<file path="config.mk">
export PLATFORM = sky130hd
export DESIGN_NAME = ipc_top
export DESIGN_NICKNAME = d
export VERILOG_FILES = /design/src/ipc_arb.v /design/src/ipc_top.v
export VERILOG_INCLUDE_DIRS = /design/src
export SDC_FILE = /design/constraint.sdc
export NUM_CORES = 1
export LEC_CHECK = 0
export BUFFER_PORTS_ARGS = -buffer_cell sky130_fd_sc_hd__buf_2
export CORE_MARGIN = 8
export CORE_UTILIZATION = 45
export CTS_CLUSTER_DIAMETER = 80
export CTS_CLUSTER_SIZE = 24
export DETAILED_ROUTE_END_ITERATION = 6
export PLACE_DENSITY = 0.76
export REMOVE_ABC_BUFFERS = 1
export SLEW_MARGIN = 20
export SYNTH_ARGS = -nofsm -noshare
export SYNTH_HDL_FRONTEND = slang
export SYNTH_HIERARCHICAL = 1
export SYNTH_SLANG_ARGS = --single-unit
</file>
<file path="constraint.sdc">
create_clock -name clk -period 37.8 [get_ports clk]
set_input_delay 7.56 -clock clk [delete_from_list [all_inputs] [get_ports clk]]
set_output_delay 7.56 -clock clk [all_outputs]
set_load 0.02 [all_outputs]
</file>
<file path="src/ipc_defs.vh">
// Purpose: Constants for the interrupt priority control block.
// Assumes: APB slave, 32-bit data, one aligned word per register.
// Notes: Offsets are byte addresses.
`ifndef IPC_DEFS_VH
`define IPC_DEFS_VH

// ****************************************
// Geometry
// ****************************************
`define IPC_NSRC 8
`define IPC_NTRAP 4

// ****************************************
// Register offsets
// ****************************************
`define IPC_OFS_CTL0 12'h000
`define IPC_OFS_CTLN 12'h01c
`define IPC_OFS_TRAPFLAG 12'h020
`define IPC_OFS_EVSTAT 12'h024
`define IPC_OFS_EVCLR 12'h028
`define IPC_OFS_EVEN 12'h02c
`define IPC_OFS_STATE 12'h030

// ****************************************
// Control register fields
// ****************************************
`define IPC_CTL_IR 7
`define IPC_CTL_IE 6
`define IPC_CTL_PRIO_HI 5
`define IPC_CTL_PRIO_LO 2
`define IPC_CTL_GRP_HI 1
`define IPC_CTL_GRP_LO 0
`define IPC_CTL_RST 8'h00

// ****************************************
// Event bits
// ****************************************
`define IPC_EV_INTACK 0
`define IPC_EV_TRAPACK 1
`define IPC_EV_TRAPFLAG 2
`define IPC_NEV 3

// ****************************************
// Trap numbers and ranks
// ****************************************
`define IPC_SRC_TNUM_BASE 7'h10
`define IPC_TNUM_NMI 7'h02
`define IPC_TNUM_STKOF 7'h04
`define IPC_TNUM_STKUF 7'h06
`define IPC_TNUM_CLASSB 7'h0a
`define IPC_RANK_NONE 2'h0
`define IPC_RANK_B 2'h1
`define IPC_RANK_A 2'h2

`endif

</file>
<file path="src/ipc_arb.v">
// Purpose: Picks the winning enabled request among the sources.
// Assumes: Control bytes packed, source i in bits 8*i+7..8*i.
// Notes: Purely combinational.
`timescale 1ns/100ps
`default_nettype none
`include "ipc_defs.vh"
module ipc_arb (
	input wire [8*`IPC_NSRC-1:0] ctlFlat,
	input wire [3:0] cpuLevel,
	output reg winValid,
	output reg [2:0] winIdx
);
	// ****************************************
	// Arbitration
	// ****************************************
	reg [5:0] bestKey;
	reg [5:0] key;
	reg [7:0] c;
	integer i;
	always @* begin
		winValid = 1'b0;
		winIdx = 3'h0;
		bestKey = 6'h00;
		key = 6'h00;
		c = 8'h00;
		for (i = 0; i < `IPC_NSRC; i = i + 1) begin
			c = ctlFlat[8*i +: 8];
			// Priority above group so group only breaks ties
			key = {c[`IPC_CTL_PRIO_HI:`IPC_CTL_PRIO_LO], c[`IPC_CTL_GRP_HI:`IPC_CTL_GRP_LO]};
			// Strictly greater keeps the lowest index on a full tie
			if (c[`IPC_CTL_IR] && c[`IPC_CTL_IE]
				&& (c[`IPC_CTL_PRIO_HI:`IPC_CTL_PRIO_LO] > cpuLevel)
				&& (!winValid || key > bestKey)) begin
				winValid = 1'b1;
				winIdx = i[2:0];
				bestKey = key;
			end
		end
	end
endmodule
`default_nettype wire

</file>
<file path="src/ipc_top.v">
// Purpose: Interrupt priority control with trap handling and APB registers.
// Assumes: Sources, traps and CPU signals are on clk; no synchronisers.
// Notes: Request to the CPU is rearbitrated until cpuAck and drops if nothing wins; one idle cycle follows.
//  Traps nest one level deep; a trap return drops to no trap in service.
//  Unmapped addresses answer with pslverr and change nothing.
//  Peripheral event transfers are not handled here.
`timescale 1ns/100ps
`default_nettype none
`include "ipc_defs.vh"
module ipc_top (
	input wire clk,
	input wire rst,
	input wire psel,
	input wire penable,
	input wire pwrite,
	input wire [11:0] paddr,
	input wire [31:0] pwdata,
	output reg [31:0] prdata,
	output reg pready,
	output reg pslverr,
	input wire [`IPC_NSRC-1:0] srcReq,
	input wire [`IPC_NTRAP-1:0] trapIn,
	input wire [3:0] cpuLevel,
	input wire cpuAck,
	input wire cpuTrapDone,
	output reg cpuReq,
	output reg cpuIsTrap,
	output reg [8:0] cpuVector,
	output reg irq
);
	// ****************************************
	// State
	// ****************************************
	reg [7:0] ctl_r [0:`IPC_NSRC-1];
	reg [`IPC_NTRAP-1:0] trapPend_r;
	reg [`IPC_NTRAP-1:0] trapFlag_r;
	reg [1:0] inTrapRank_r;
	reg [2:0] presIdx_r;
	reg [1:0] presTrap_r;
	reg [`IPC_NEV-1:0] evStat_r;
	reg [`IPC_NEV-1:0] evEn_r;
	wire [8*`IPC_NSRC-1:0] ctlFlat;
	wire winValid;
	wire [2:0] winIdx;
	wire apbDone;
	wire wrDone;
	wire ackInt;
	wire ackTrap;
	reg trapValid;
	reg [1:0] trapSel;
	reg [1:0] trapRank;
	reg [31:0] rdMux;
	reg rdErr;
	reg [`IPC_NEV-1:0] evSet;

	// ****************************************
	// Decoding helpers
	// ****************************************
	function isCtl;
		input [11:0] a;
		begin
			isCtl = (a >= `IPC_OFS_CTL0) && (a <= `IPC_OFS_CTLN) && (a[1:0] == 2'h0);
		end
	endfunction

	function [1:0] rankOf;
		input [1:0] t;
		begin
			rankOf = (t == 2'h3) ? `IPC_RANK_B : `IPC_RANK_A;
		end
	endfunction

	function [6:0] trapNum;
		input [1:0] t;
		begin
			case (t)
				2'h0: trapNum = `IPC_TNUM_NMI;
				2'h1: trapNum = `IPC_TNUM_STKOF;
				2'h2: trapNum = `IPC_TNUM_STKUF;
				default: trapNum = `IPC_TNUM_CLASSB;
			endcase
		end
	endfunction

	// Exact word match for the fixed registers
	function isReg;
		input [11:0] a;
		input [11:0] ofs;
		begin
			isReg = (a == ofs);
		end
	endfunction

	// Lowest index trap wins; class A before class B by numbering
	// Bit two of the result says a trap is waiting
	function [2:0] trapPick;
		input [`IPC_NTRAP-1:0] p;
		integer j;
		begin
			trapPick = 3'h0;
			for (j = `IPC_NTRAP - 1; j >= 0; j = j - 1) begin
				if (p[j]) begin
					trapPick = {1'b1, j[1:0]};
				end
			end
		end
	endfunction

	// ****************************************
	// Vector helpers
	// ****************************************
	// Source i sits at trap number base plus i
	function [8:0] srcVec;
		input [2:0] idx;
		begin
			srcVec = {`IPC_SRC_TNUM_BASE + {4'h0, idx}, 2'b00};
		end
	endfunction

	// A vector is the trap number in word steps
	function [8:0] trapVec;
		input [1:0] t;
		begin
			trapVec = {trapNum(t), 2'b00};
		end
	endfunction

	// ****************************************
	// Arbitration of standard sources
	// ****************************************
	genvar g;
	generate
		for (g = 0; g < `IPC_NSRC; g = g + 1) begin : gPack
			assign ctlFlat[8*g +: 8] = ctl_r[g];
		end
	endgenerate

	// The CPU level is compared live, so raising it withdraws an unacknowledged request
	ipc_arb uArb (
		.ctlFlat(ctlFlat),
		.cpuLevel(cpuLevel),
		.winValid(winValid),
		.winIdx(winIdx)
	);

	always @* begin
		{trapValid, trapSel} = trapPick(trapPend_r);
		trapRank = rankOf(trapSel);
	end

	// ****************************************
	// APB slave
	// ****************************************
	// One wait state: pready rises in the second access cycle
	// Writes to read-only registers complete and change nothing
	assign apbDone = psel && penable && pready;
	assign wrDone = apbDone && pwrite && !pslverr;
	assign ackInt = cpuAck && cpuReq && !cpuIsTrap;
	assign ackTrap = cpuAck && cpuReq && cpuIsTrap;

	// ****************************************
	// Register decoding
	// ****************************************
	// Strobes qualify on the completing edge only, so a stalled setup changes nothing
	wire [2:0] ctlSel;
	wire rdCtl;
	wire wrTrapFlag;
	wire wrEvClr;
	wire wrEvEn;
	// The state word is a read-only view of the presentation
	wire [31:0] stateWord;
	assign ctlSel = paddr[4:2];
	assign rdCtl = isCtl(paddr);
	assign wrTrapFlag = wrDone && isReg(paddr, `IPC_OFS_TRAPFLAG);
	assign wrEvClr = wrDone && isReg(paddr, `IPC_OFS_EVCLR);
	assign wrEvEn = wrDone && isReg(paddr, `IPC_OFS_EVEN);
	assign stateWord = {19'h00000, inTrapRank_r, cpuIsTrap, cpuReq, cpuVector};

	always @* begin
		rdMux = 32'h00000000;
		rdErr = 1'b0;
		if (rdCtl) begin
			rdMux = {24'h000000, ctl_r[ctlSel]};
		end else begin
			case (paddr)
				`IPC_OFS_TRAPFLAG: rdMux = {28'h0000000, trapFlag_r};
				`IPC_OFS_EVSTAT: rdMux = {29'h00000000, evStat_r};
				`IPC_OFS_EVCLR: rdMux = 32'h00000000;
				`IPC_OFS_EVEN: rdMux = {29'h00000000, evEn_r};
				`IPC_OFS_STATE: rdMux = stateWord;
				default: rdErr = 1'b1;
			endcase
		end
	end

	always @(posedge clk) begin
		if (rst) begin
			pready <= 1'b0;
			prdata <= 32'h00000000;
			pslverr <= 1'b0;
		end else if (psel && penable && !pready) begin
			pready <= 1'b1;
			prdata <= pwrite ? 32'h00000000 : rdMux;
			pslverr <= rdErr;
		end else begin
			pready <= 1'b0;
			prdata <= 32'h00000000;
			pslverr <= 1'b0;
		end
	end

	// ****************************************
	// Source control registers
	// ****************************************
	generate
		for (g = 0; g < `IPC_NSRC; g = g + 1) begin : gCtl
			wire wrHit;
			wire ackHit;
			// Writing the pending flag high raises a request by software
			assign wrHit = wrDone && rdCtl && (ctlSel == g);
			assign ackHit = ackInt && (presIdx_r == g);
			always @(posedge clk) begin
				if (rst) begin
					ctl_r[g] <= `IPC_CTL_RST;
				end else begin
					// Bits above the low byte of the write word are dropped
					if (wrHit) begin
						ctl_r[g] <= pwdata[7:0];
					end else if (ackHit) begin
						ctl_r[g][`IPC_CTL_IR] <= 1'b0;
					end
					// A new request wins over a clear in the same cycle
					if (srcReq[g]) begin
						ctl_r[g][`IPC_CTL_IR] <= 1'b1;
					end
				end
			end
		end
	endgenerate

	// ****************************************
	// Hardware traps
	// ****************************************
	// Write one to clear; an arriving trap wins over its clear
	// Write data above the trap bits is dropped
	wire [`IPC_NTRAP-1:0] trapFlag_nxt;
	wire [`IPC_NTRAP-1:0] trapPend_nxt;
	generate
		for (g = 0; g < `IPC_NTRAP; g = g + 1) begin : gTrap
			assign trapFlag_nxt[g] = trapIn[g] | (trapFlag_r[g] & ~(wrTrapFlag & pwdata[g]));
			assign trapPend_nxt[g] = trapIn[g] | (trapPend_r[g] & ~(ackTrap && presTrap_r == g));
		end
	endgenerate

	always @(posedge clk) begin
		if (rst) begin
			trapPend_r <= 4'h0;
			trapFlag_r <= 4'h0;
			inTrapRank_r <= `IPC_RANK_NONE;
		end else begin
			trapFlag_r <= trapFlag_nxt;
			trapPend_r <= trapPend_nxt;
			// Only one level is tracked; a nested trap return drops to none
			if (ackTrap) begin
				inTrapRank_r <= rankOf(presTrap_r);
			end else if (cpuTrapDone) begin
				inTrapRank_r <= `IPC_RANK_NONE;
			end
		end
	end

	// ****************************************
	// CPU request
	// ****************************************
	// A trap needs only a rank above the one in service
	wire trapWins;
	// Standard requests wait until no trap is in service
	wire intWins;
	assign trapWins = trapValid && (trapRank > inTrapRank_r);
	assign intWins = winValid && (inTrapRank_r == `IPC_RANK_NONE);

	// A better request may replace the vector before the ack; the ack takes what stands
	always @(posedge clk) begin
		if (rst) begin
			cpuReq <= 1'b0;
			cpuIsTrap <= 1'b0;
			cpuVector <= 9'h000;
			presIdx_r <= 3'h0;
			presTrap_r <= 2'h0;
		end else if (cpuAck && cpuReq) begin
			// Gap cycle lets the cleared flag settle before rearbitration
			cpuReq <= 1'b0;
		end else if (trapWins) begin
			// Traps ignore enables and CPU level
			cpuReq <= 1'b1;
			cpuIsTrap <= 1'b1;
			presTrap_r <= trapSel;
			cpuVector <= trapVec(trapSel);
		end else if (intWins) begin
			cpuReq <= 1'b1;
			cpuIsTrap <= 1'b0;
			presIdx_r <= winIdx;
			cpuVector <= srcVec(winIdx);
		end else begin
			cpuReq <= 1'b0;
			cpuIsTrap <= 1'b0;
		end
	end

	// ****************************************
	// Event status and interrupt output
	// ****************************************
	always @* begin
		evSet = 3'h0;
		evSet[`IPC_EV_INTACK] = ackInt;
		evSet[`IPC_EV_TRAPACK] = ackTrap;
		evSet[`IPC_EV_TRAPFLAG] = |trapIn;
	end

	// Set wins over a clear that lands in the same cycle
	wire [`IPC_NEV-1:0] evStat_nxt;
	generate
		for (g = 0; g < `IPC_NEV; g = g + 1) begin : gEv
			assign evStat_nxt[g] = evSet[g] | (evStat_r[g] & ~(wrEvClr & pwdata[g]));
		end
	endgenerate

	// irq lags the status by one cycle
	always @(posedge clk) begin
		if (rst) begin
			evStat_r <= 3'h0;
			evEn_r <= 3'h0;
			irq <= 1'b0;
		end else begin
			evStat_r <= evStat_nxt;
			if (wrEvEn) begin
				evEn_r <= pwdata[2:0];
			end
			irq <= |(evStat_r & evEn_r);
		end
	end
endmodule
`default_nettype wire

</file>
==> key figures, run 1 <==
GRT
  – Total global routing overflow: 0
  – First-pass GRT wire length: 32810 um
  – Initial antenna violation count: 0
  – Vias in the first global route: 6184
  – Aggregate global-route resource usage: 18.85%
  – Pin count of the biggest net entering global routing: 32

Logic synthesis
  – Sequential share of the synthesized area: 35.31%
  – Distinct cells, synth: 79
  – Yosys Warn Count: 6
  – Post-synth EDFFs: 64
  – Syn Inst Count: 783
  – Asr flop ratio synth: 0%
  – Mean area per synthesized cell: 10.07 sq um
  – Yosys reg bits: 107
  – Ys flop type: edfxtp_1
  – Cell Area, Synth: 7881 sq um

Critical path
  – R2R Path End: cpuVector[3]
  – Crit path kind: in -> reg
  – FF-to-FF path depth: 63
  – Reg-to-Reg Start: ctl_r[0][5]
  – Crit end category: register
  – CP max FO: 19
  – Startpoint Class: input pin
  – Reg2reg setup slack: 24.04 ns
  – Slowest cell on crit path: or2_0
  – Critical Path AT: 21.10 ns
  – Max incr delay on CP: 0.44 ns
  – CP most frequent cell: ha_1
  – Critical Path RT: 38.01 ns

Layout
  – End-of-flow core utilization: 49.36%
  – Commonest non-fill, non-tap cells in the layout: 79 x ha_1, 67 x and2_1, 64 x edfxtp_1, 64 x buf_2, 50 x a21oi_1
  – Leading cell type in the layout, fill and taps excluded: ha_1
  – Layout cells sized above 1: 16.43%
  – Syn-to-layout area delta: 7.954%
  – Filler cells: 1535
  – Final net count: 975
  – N_diodes: 0

Hold path
  – Hold Path Sink: cpuVector[4]
  – Min-Delay Path Class: reg -> reg
  – Hold Crit Start: cpuVector[4]
  – Worst Hold Depth: 2

STA
  – RSZ-0062 raised after global routing: false
  – Final setup fails: 0
  – Setup tns final: 0 ns
  – Worst Max-Slew Pin Slew: 1.019 ns
  – Tmin final: 20.89 ns
  – Pins over their slew limit: 0
  – Maximum clock rate: 0.04787 GHz
  – Slew Limit Headroom: 31.36%
  – Hold Vio Cnt, Final: 0
  – Final setup skew: 0.01148 ns
  – Final Cycle Share: 55.27%

Placement
  – Placer Congestion: 0.9383
  – Post-DP HPWL: 16250 um
  – Port Buffers: 64

Power
  – Peak VDD IR: 0.02768 mV
  – P per Cell Area: 32.15 nW/um^2
  – Lkg Pwr: 3.470 nW

CTS
  – Clk Latency, worst-skew pair: 0.35 ns
  – TritonCTS clock tree: built
  – Clock slew at reported path FFs: 0.08 ns
  – Root Driver: clkbuf_16
  – H-tree levels: 3
  – Clock sink total: 107
  – Post-CTS Hold Fix Bufs: 0
  – Setup repair bufs after CTS: 0
  – CTS max path bufs: 2
  – Resize count post-CTS: 0
  – TritonCTS Buffers: 9

Status
  – Failing checks: design-rule violations
  – Status: finished, violations left

Die
  – Die height: 148.3 um
  – Core area: 17240 sq um
  – Die width: 148.3 um
  – # IOs: 113
  – Die ar.: 22000 sq um
  – Number of placement rows: 48
  – Initial Utilization: 45.72%

Detailed routing
  – First-pass detailed-route iteration total: 7
  – Routed Wire Length: 21030 um
  – DRC errors left: 1
  – Post-route antenna net violation count: 0
  – Vias per cell: 6.084
  – WL/cell: 19.86 um
  – DR vias: 6443
  – DR iter-0 viols: 590

Run
  – Max-cap violations: 0
-- registers in the layout, indices dropped and copies added, names as in the netlist, 2 cells and up --
signal,count
trapFlag_r,4
cpuVector,5
evEn_r,3
prdata,12
evStat_r,3
inTrapRank_r,2
trapPend_r,4
presIdx_r,3
presTrap_r,2
ctl_r,64
-- synthesized netlist by cell type, drive strengths merged, types with 6 or more instances --
library cell	instances	area, sq um
ha	79	988.5
and2	67	419.2
edfxtp	64	1922
a21oi	53	284.0
nand2	49	188.9
dfxtp	43	860.8
buf	39	289.0
nor2	39	153.9
inv	37	138.9
nand3	31	160.1
o21ai	28	155.2
o211ai	21	177.7
nor2b	17	113.9
a21o	16	122.6
mux4	16	360.4
nand4	16	100.1
o21a	15	112.6
nor3	14	182.7
o2bb2ai	14	128.9
clkbuf	13	48.80
mux2i	12	120.1
o22ai	11	68.82
a211oi	8	60.06
a31oi	7	43.79
nor4	7	80.07
nand2b	6	37.54
-- where the power goes --
group          total [mW]  internal [mW]  switching, mW  leakage (nW)
registers           0.134          0.128        0.00588          1.02
logic              0.0511         0.0195         0.0316          2.31
clock network      0.0881         0.0455         0.0426         0.135
-- cells by family after synthesis --
family	Yosys count	synth area share [%]
buf+inv	89	6.048
mux	31	6.573
compound gates	209	18.99
fa+ha+maj	79	12.54
simple gates	267	20.50
other cells	1	0.04758
flops	107	35.31
-- worst max path at each step --
| stage | cells after the start | startpoint | end | slack (ns) |
|---|---|---|---|---|
| 6_report | 65 | cpuLevel[3] | cpuVector[3] | 16.91 |
| 5_1_grt | 65 | cpuLevel[3] | cpuVector[3] | 15.96 |
| 4_1_cts | 65 | cpuLevel[3] | cpuVector[3] | 17.19 |
| 3_5_place_dp | 65 | cpuLevel[3] | cpuVector[3] | 16.86 |
| 3_3_place_gp | 65 | cpuLevel[3] | cpuVector[3] | 17.00 |
| 2_1_floorplan | 64 | cpuLevel[3] | cpuVector[3] | 19.05 |
-- metrics by stage --
| step | setup slack [ns] | cells | power [mW] | area, sq um | hold slack (ns) |
|---|---|---|---|---|---|
| floorplan | 19.05 | 754 | 0.1685 | 7630 | 0.4468 |
| CTS | 17.19 | 1059 | 0.2733 | 8508 | 0.4831 |
| detailed placement | 16.86 | 1043 | 0.1867 | 8232 | 0.4727 |
| finish | 16.91 | 1059 | 0.2735 | 8508 | 0.4802 |
| global placement | 17.00 | 1043 | 0.1853 | 8232 | 0.4661 |
| global route | 15.96 | 1059 | 0.2833 | 8508 | 0.5062 |
-- critical path, delay by kind of cell --
kind	cells	cell delay, ns
buffers and inverters	4	0.68
adders and majority gates	8	2.48
AOI/OAI and AO/OA	37	7.84
and+or+nand+nor	16	2.55
-- area by class of cell --
cell class	count	area [sq um]	share of cell area, %
multi-input cells	610	4708	55.34
flip-flops and latches	107	2783	32.71
clock buffers	10	229.0	2.691
clock inverters	6	47.55	0.5588
repair buffers	64	320.3	3.765
inverters	37	138.9	1.632
well taps	225	281.5	3.309
-- metal layers --
metal | share of wire (%) | global-route usage [%] | vias up
met4 | 1.5 | 5.303 | 0
met2 | 50 | 32.56 | 291
met3 | 6.9 | 2.765 | 30
li1 | - | - | 3017
met1 | 42 | 24.00 | 3105
met5 | 0 | 0 | -
No activity file was read; power rests on OpenSTA's default activity.
==> run 2: changes to the inputs <==
- PLACE_DENSITY: 0.76 -> 0.79
- clock period: 37.8 -> 17.9 ns (I/O delays scaled with it)
==> run 2 against run 1 <==
The flow now finishes without violations. Critical path depth unchanged. Clock power grew 100%. Critical endpoint unchanged. Setup slack worse by 16 ns. Combinational power grew 110%. Largest cell class unchanged. Wire length fell by 0.27%. Global-route usage about the same. Final cell count up 0.19%. Design area about the same. Core utilization about the same. Clock-buffer cell count is 2 higher.
==> key figures, run 2 (same netlist as run 1, synthesis figures left out) <==
Status
  – Status: complete, no violations

Power
  – Overall Power: 0.5706 mW (+110%)
  – Sequential Power Share: 49.7% (+0.6 points)
  – Power share of the clock group: 31.4% (-0.8 points)
  – Lkg Pwr: 3.483 nW (+0.38%)
  – Gate power share: 19.0% (+0.3 points)
  – Switching Power: 0.1605 mW (+100%)
  – Sw Ratio: 28.13% (-1.2 points)
  – Int Power: 0.4100 mW (+110%)
  – P per Cell Area: 67.01 nW/um^2 (+110%)
  – Peak VDD IR: 0.05063 mV (+83%)

CTS
  – TritonCTS clock tree: built
  – TritonCTS Buffers: 9 (unchanged)
  – CTS max path bufs: 2 (unchanged)
  – H-tree levels: 3 (unchanged)
  – Post-CTS Hold Fix Bufs: 0 (unchanged)
  – Root Driver: clkbuf_16
  – Setup repair bufs after CTS: 0 (unchanged)
  – Clock sink total: 107 (unchanged)
  – Clock slew at reported path FFs: 0.06 ns (-0.02 ns)
  – Resize count post-CTS: 0 (unchanged)
  – Clk Latency, worst-skew pair: 0.34 ns (about the same)

Run
  – Max-cap violations: 0 (unchanged)

STA
  – Pins over their slew limit: 0 (unchanged)
  – Slew Limit Headroom: 28.82% (-2.5 points)
  – Final setup fails: 0 (unchanged)
  – Maximum clock rate: 0.05917 GHz
  – RSZ-0062 raised after global routing: false
  – Hold Vio Cnt, Final: 0 (unchanged)
  – Tmin final: 16.90 ns
  – Worst Max-Slew Pin Slew: 1.057 ns (+0.03767 ns)
  – Setup tns final: 0 ns (unchanged)
  – Final Cycle Share: 94.42%
  – Final setup skew: 0.007872 ns (-0.003606 ns)

Detailed routing
  – Metal3 WL: 1656 um (+15%)
  – Routed Wire Length: 20980 um (-0.27%)
  – Post-route antenna net violation count: 0 (unchanged)
  – DRC errors left: 0 (-1)
  – First-pass detailed-route iteration total: 6 (-1)
  – Top sig layer: met4
  – DR iter-0 viols: 622 (+5.4%)
  – Metal-1 WL: 8773 um (-0.65%)
  – DR vias: 6415 (-0.43%)
  – Vias per cell: 6.046 (-0.62%)
  – WL/cell: 19.77 um (-0.46%)
  – Met2 WL: 9875 um (-5.4%)

Critical path
  – Critical Path AT: 17.11 ns (-3.99 ns)
  – Crit path kind: in -> reg
  – Reg-to-Reg Start: ctl_r[0][5]
  – Startpoint Class: input pin
  – FF-to-FF path depth: 63 (unchanged)
  – Slowest cell on crit path: a311oi_1
  – Critical Path RT: 18.11 ns (-19.90 ns)
  – Max incr delay on CP: 0.50 ns (+0.06 ns)
  – CP max FO: 19 (unchanged)
  – R2R Path End: cpuVector[3]
  – Reg2reg setup slack: 4.18 ns (-19.86 ns)
  – Crit end category: register

Layout
  – N_diodes: 0 (unchanged)
  – Area occupied by multi-input gates: 4708 sq um (unchanged)
  – Final net count: 977 (+0.21%)
  – Max FFs per register: 64 (unchanged)
  – Register area: 2783 sq um (unchanged)
  – Regs by FF count: ctl_r x64, prdata x12, cpuVector x5
  – Largest register by flop count: ctl_r
  – Commonest non-fill, non-tap cells in the layout: 79 x ha_1, 67 x and2_1, 64 x edfxtp_1, 64 x buf_2, 50 x a21oi_1
  – Syn-to-layout area delta: 8.033% (about the same)
  – Leading cell type in the layout, fill and taps excluded: ha_1
  – Filler cells: 1524 (-0.72%)
  – Layout cells sized above 1: 16.27% (-0.16 points)

Die
  – Die height: 148.3 um (unchanged)
  – Die width: 148.3 um (unchanged)
  – Core area: 17240 sq um (unchanged)
  – Number of placement rows: 48 (unchanged)
  – Die ar.: 22000 sq um (unchanged)
  – Initial Utilization: 45.72% (unchanged)
  – # IOs: 113 (unchanged)

Hold path
  – Hold Path Sink: prdata[6]
  – Hold Crit Start: cpuVector[6]
  – Min-Delay Path Class: reg -> reg
  – Worst Hold Depth: 1 (-1)

Placement
  – Port Buffers: 64 (unchanged)
  – Post-DP HPWL: 16240 um (about the same)
  – Placer Congestion: 0.9108 (-2.9%)

GRT
  – First-pass GRT wire length: 33080 um (+0.82%)
  – Total global routing overflow: 0 (unchanged)
  – Vias in the first global route: 6316 (+2.1%)
  – Aggregate global-route resource usage: 18.81% (-0.044 points)
  – Initial antenna violation count: 0 (unchanged)
  – Pin count of the biggest net entering global routing: 32 (unchanged)
run 2: changes by cell type in the layout (fill, tap and decap cells not counted), sizes merged:
cell,delta
clkinvlp,-1
clkbuf,+2
inv,-1
buf,+2
run 2: how the worst max path moves through the flow:
stage,start,to,cells after the start
after floorplan,cpuLevel[3],cpuVector[3],64
after global placement,cpuLevel[1],cpuVector[3],65
after detailed placement,cpuLevel[1],cpuVector[3],65
after CTS,cpuLevel[1],cpuVector[3],65
after global routing,cpuLevel[1],cpuVector[3],65
final,cpuLevel[1],cpuVector[3],65
run 2: layout make-up:
type	count	area share (%)
sequential	107	32.68
inverter	37	1.631
clock buffer	12	2.895
timing repair buffer	66	3.938
multi-input combinational	610	55.30
tap	225	3.306
clock inverter	4	0.2498
run 2: per-stage QoR:
stage	setup slack [ns]	hold WS, ns	area [sq um]	instances	utilization, %
after global routing	0.1815	0.5092	8514	1061	49.40
after global placement	1.159	0.4642	8247	1045	47.84
final	0.9985	0.4830	8514	1061	49.40
after floorplan	3.132	0.4468	7630	754	-
after CTS	1.324	0.4886	8514	1061	49.40
after detailed placement	1.026	0.4722	8247	1045	47.84
run 2: critical path, delay by kind of cell:
kind                     cells  cell delay [ns]
AND/OR/NAND/NOR             15             2.43
buffers and inverters        4             0.72
AO/OA/AOI/OAI               38             7.87
adder cells (fa/ha/maj)      8             2.48
run 2: per-layer routing:
layer | GRT usage [%] | vias up
met4 | 7.700 | 0
met2 | 31.37 | 305
met1 | 24.14 | 3042
li1 | - | 3014
met5 | 0 | -
met3 | 2.492 | 54
run 2: power groups by stage:
| stage | clock network [mW] | registers (mW) | logic (mW) |
|---|---|---|---|
| 5_1_grt | 0.189 | 0.284 | 0.119 |
| 4_1_cts | 0.179 | 0.283 | 0.107 |
| 3_5_place_dp | 0 | 0.288 | 0.106 |
| 6_report | 0.179 | 0.283 | 0.108 |
| 3_3_place_gp | 0 | 0.288 | 0.103 |
| 2_1_floorplan | 0 | 0.286 | 0.0703 |
==> run 3: changes to the inputs <==
- PLACE_DENSITY: 0.79 -> 0.76
- clock period: 17.9 -> 18.1 ns (I/O delays scaled with it)
==> run 3 against run 2 <==
Via count shrank 0.51%. Clock skew is essentially flat. Flip-flop and latch count stayed put. Clock-buffer cell count shrank 1. Combinational power barely moved. Register-to-register slack improved by 0.18 ns. Setup slack better by 0.17 ns. Design area is 0.34% higher. Critical path depth did not move. Sequential share of layout area decreased by 0.11 points. Largest power group unchanged.
==> key figures, run 3 (same netlist as run 1, synthesis figures left out) <==
GRT
  – First-pass GRT wire length: 32330 um (-2.3%)
  – Total global routing overflow: 0 (unchanged)
  – Vias in the first global route: 6062 (-4.0%)
  – Pin count of the biggest net entering global routing: 32 (unchanged)
  – Initial antenna violation count: 0 (unchanged)
  – Aggregate global-route resource usage: 18.52% (-0.29 points)

STA
  – Slew Limit Headroom: 28.78% (-0.041 points)
  – Worst Max-Slew Pin Slew: 1.057 ns (+0.0006091 ns)
  – RSZ-0062 raised after global routing: false
  – Final setup skew: 0.007776 ns (-0.00009625 ns)
  – Final setup fails: 0 (unchanged)
  – Hold Vio Cnt, Final: 0 (unchanged)
  – Final Cycle Share: 93.53%
  – Setup tns final: 0 ns (unchanged)
  – Tmin final: 16.93 ns
  – Pins over their slew limit: 0 (unchanged)
  – Maximum clock rate: 0.05907 GHz

Layout
  – Largest register by flop count: ctl_r
  – End-of-flow core utilization: 49.56% (+0.17 points)
  – Final net count: 975 (-0.20%)
  – Regs by FF count: ctl_r x64, prdata x12, cpuVector x5
  – Leading cell type in the layout, fill and taps excluded: ha_1
  – Commonest non-fill, non-tap cells in the layout: 79 x ha_1, 67 x and2_1, 64 x edfxtp_1, 64 x buf_2, 50 x a21oi_1
  – Layout cells sized above 1: 16.55% (+0.28 points)
  – Filler cells: 1529 (+0.33%)
  – Syn-to-layout area delta: 8.398%
  – Max FFs per register: 64 (unchanged)
  – N_diodes: 0 (unchanged)

Critical path
  – Largest delay contributor family on the critical path: compound AO/OA/AOI/OAI gates
  – CP most frequent cell: ha_1
  – Critical Path RT: 18.31 ns (+0.20 ns)
  – CP max FO: 19 (unchanged)
  – Crit end category: register
  – Slowest cell on crit path: or2_0
  – Critical Path AT: 17.14 ns (+0.03 ns)
  – Startpoint Class: input pin
  – Crit path kind: in -> reg
  – Max incr delay on CP: 0.46 ns (-0.04 ns)
  – WP buf/inv: 4 (unchanged)

Placement
  – Post-DP HPWL: 16300 um (+0.34%)
  – Placer Congestion: 0.9388 (+3.1%)
  – Port Buffers: 64 (unchanged)

Detailed routing
  – First-pass detailed-route iteration total: 5 (-1)
  – Vias per cell: 6.026 (-0.33%)
  – Post-route antenna net violation count: 0 (unchanged)
  – DRC errors left: 0 (unchanged)
  – WL/cell: 19.68 um (-0.45%)
  – DR vias: 6382 (-0.51%)
  – DR iter-0 viols: 549 (-12%)
  – Routed Wire Length: 20840 um (-0.64%)

Power
  – Lkg Pwr: 3.492 nW (+0.24%)
  – P per Cell Area: 68.65 nW/um^2 (+2.4%)
  – Peak VDD IR: 0.05907 mV (+17%)

CTS
  – Clock slew at reported path FFs: 0.07 ns (about the same)
  – H-tree levels: 3 (unchanged)
  – TritonCTS clock tree: built
  – Resize count post-CTS: 0 (unchanged)
  – Setup repair bufs after CTS: 0 (unchanged)
  – Post-CTS Hold Fix Bufs: 0 (unchanged)
  – Root Driver: clkbuf_16
  – Clk Latency, worst-skew pair: 0.34 ns (about the same)
  – TritonCTS Buffers: 9 (unchanged)
  – CTS max path bufs: 2 (unchanged)
  – Clock sink total: 107 (unchanged)

Hold path
  – Min-Delay Path Class: reg -> reg

Die
  – Die width: 148.3 um (unchanged)
  – Die height: 148.3 um (unchanged)
  – Die ar.: 22000 sq um (unchanged)
  – Core area: 17240 sq um (unchanged)
  – Initial Utilization: 45.72% (unchanged)
  – # IOs: 113 (unchanged)
  – Number of placement rows: 48 (unchanged)

Status
  – Status: complete, no violations

Run
  – Max-cap violations: 0 (unchanged)
==> run 3: worst paths after layout <==
check,from,to,slack [ns],cells after the start
worst min-delay path,cpuVector[4],cpuVector[4],0.48,2
worst min register to register,cpuVector[4],cpuVector[4],0.48,2
worst max-delay path,cpuLevel[3],cpuVector[3],1.17,65
worst max register to register,ctl_r[0][5],cpuVector[3],4.36,63
==> run 3: final cells by class <==
| class | instances | area [sq um] | share of cell area, % |
|---|---|---|---|
| Tap cell | 225 | 281.5 | 3.295 |
| Timing Repair Buffer | 64 | 320.3 | 3.749 |
| Inverter | 37 | 138.9 | 1.626 |
| Multi-Input combinational cell | 610 | 4708 | 55.11 |
| Clock inverter | 5 | 36.28 | 0.4247 |
| Sequential cell | 107 | 2783 | 32.57 |
| Clock buffer | 11 | 275.3 | 3.222 |
==> run 3: metal layers <==
metal  routed length (um)  part of all wire (%)  track usage, %  vias to the layer above
li1                     -                     -               -                     3011
met5                    0                     0               0                        -
met3                 1235                   5.9           2.157                       52
met1                 8993                    43           23.89                     3043
met2                 9981                    48           31.21                      276
met4                  633                   3.0           6.986                        0
==> run 3: metrics by stage <==
stage	instances	setup WS (ns)	total power [mW]	hold slack, ns	instance area (sq um)
finish	1059	1.170	0.5865	0.4803	8543
global route	1059	0.2970	0.6065	0.5125	8543
CTS	1059	1.364	0.5856	0.4829	8543
detailed placement	1043	1.033	0.3901	0.4722	8232
global placement	1043	1.278	0.3871	0.4657	8232
floorplan	754	3.292	0.3519	0.4468	7630
==> run 3: worst register-to-register path: cells and delay by family, from the launching register on <==
family,cells,cell delay (ns)
adders and majority gates,8,2.51
buffers and inverters,2,0.29
AOI/OAI and AO/OA,37,7.75
DFF,1,0.48
and+or+nand+nor,16,2.59
==> run 3: report_power, final <==
part	switching, mW	internal [mW]
registers	0.0122	0.268
logic	0.0657	0.0407
clock network	0.0888	0.111
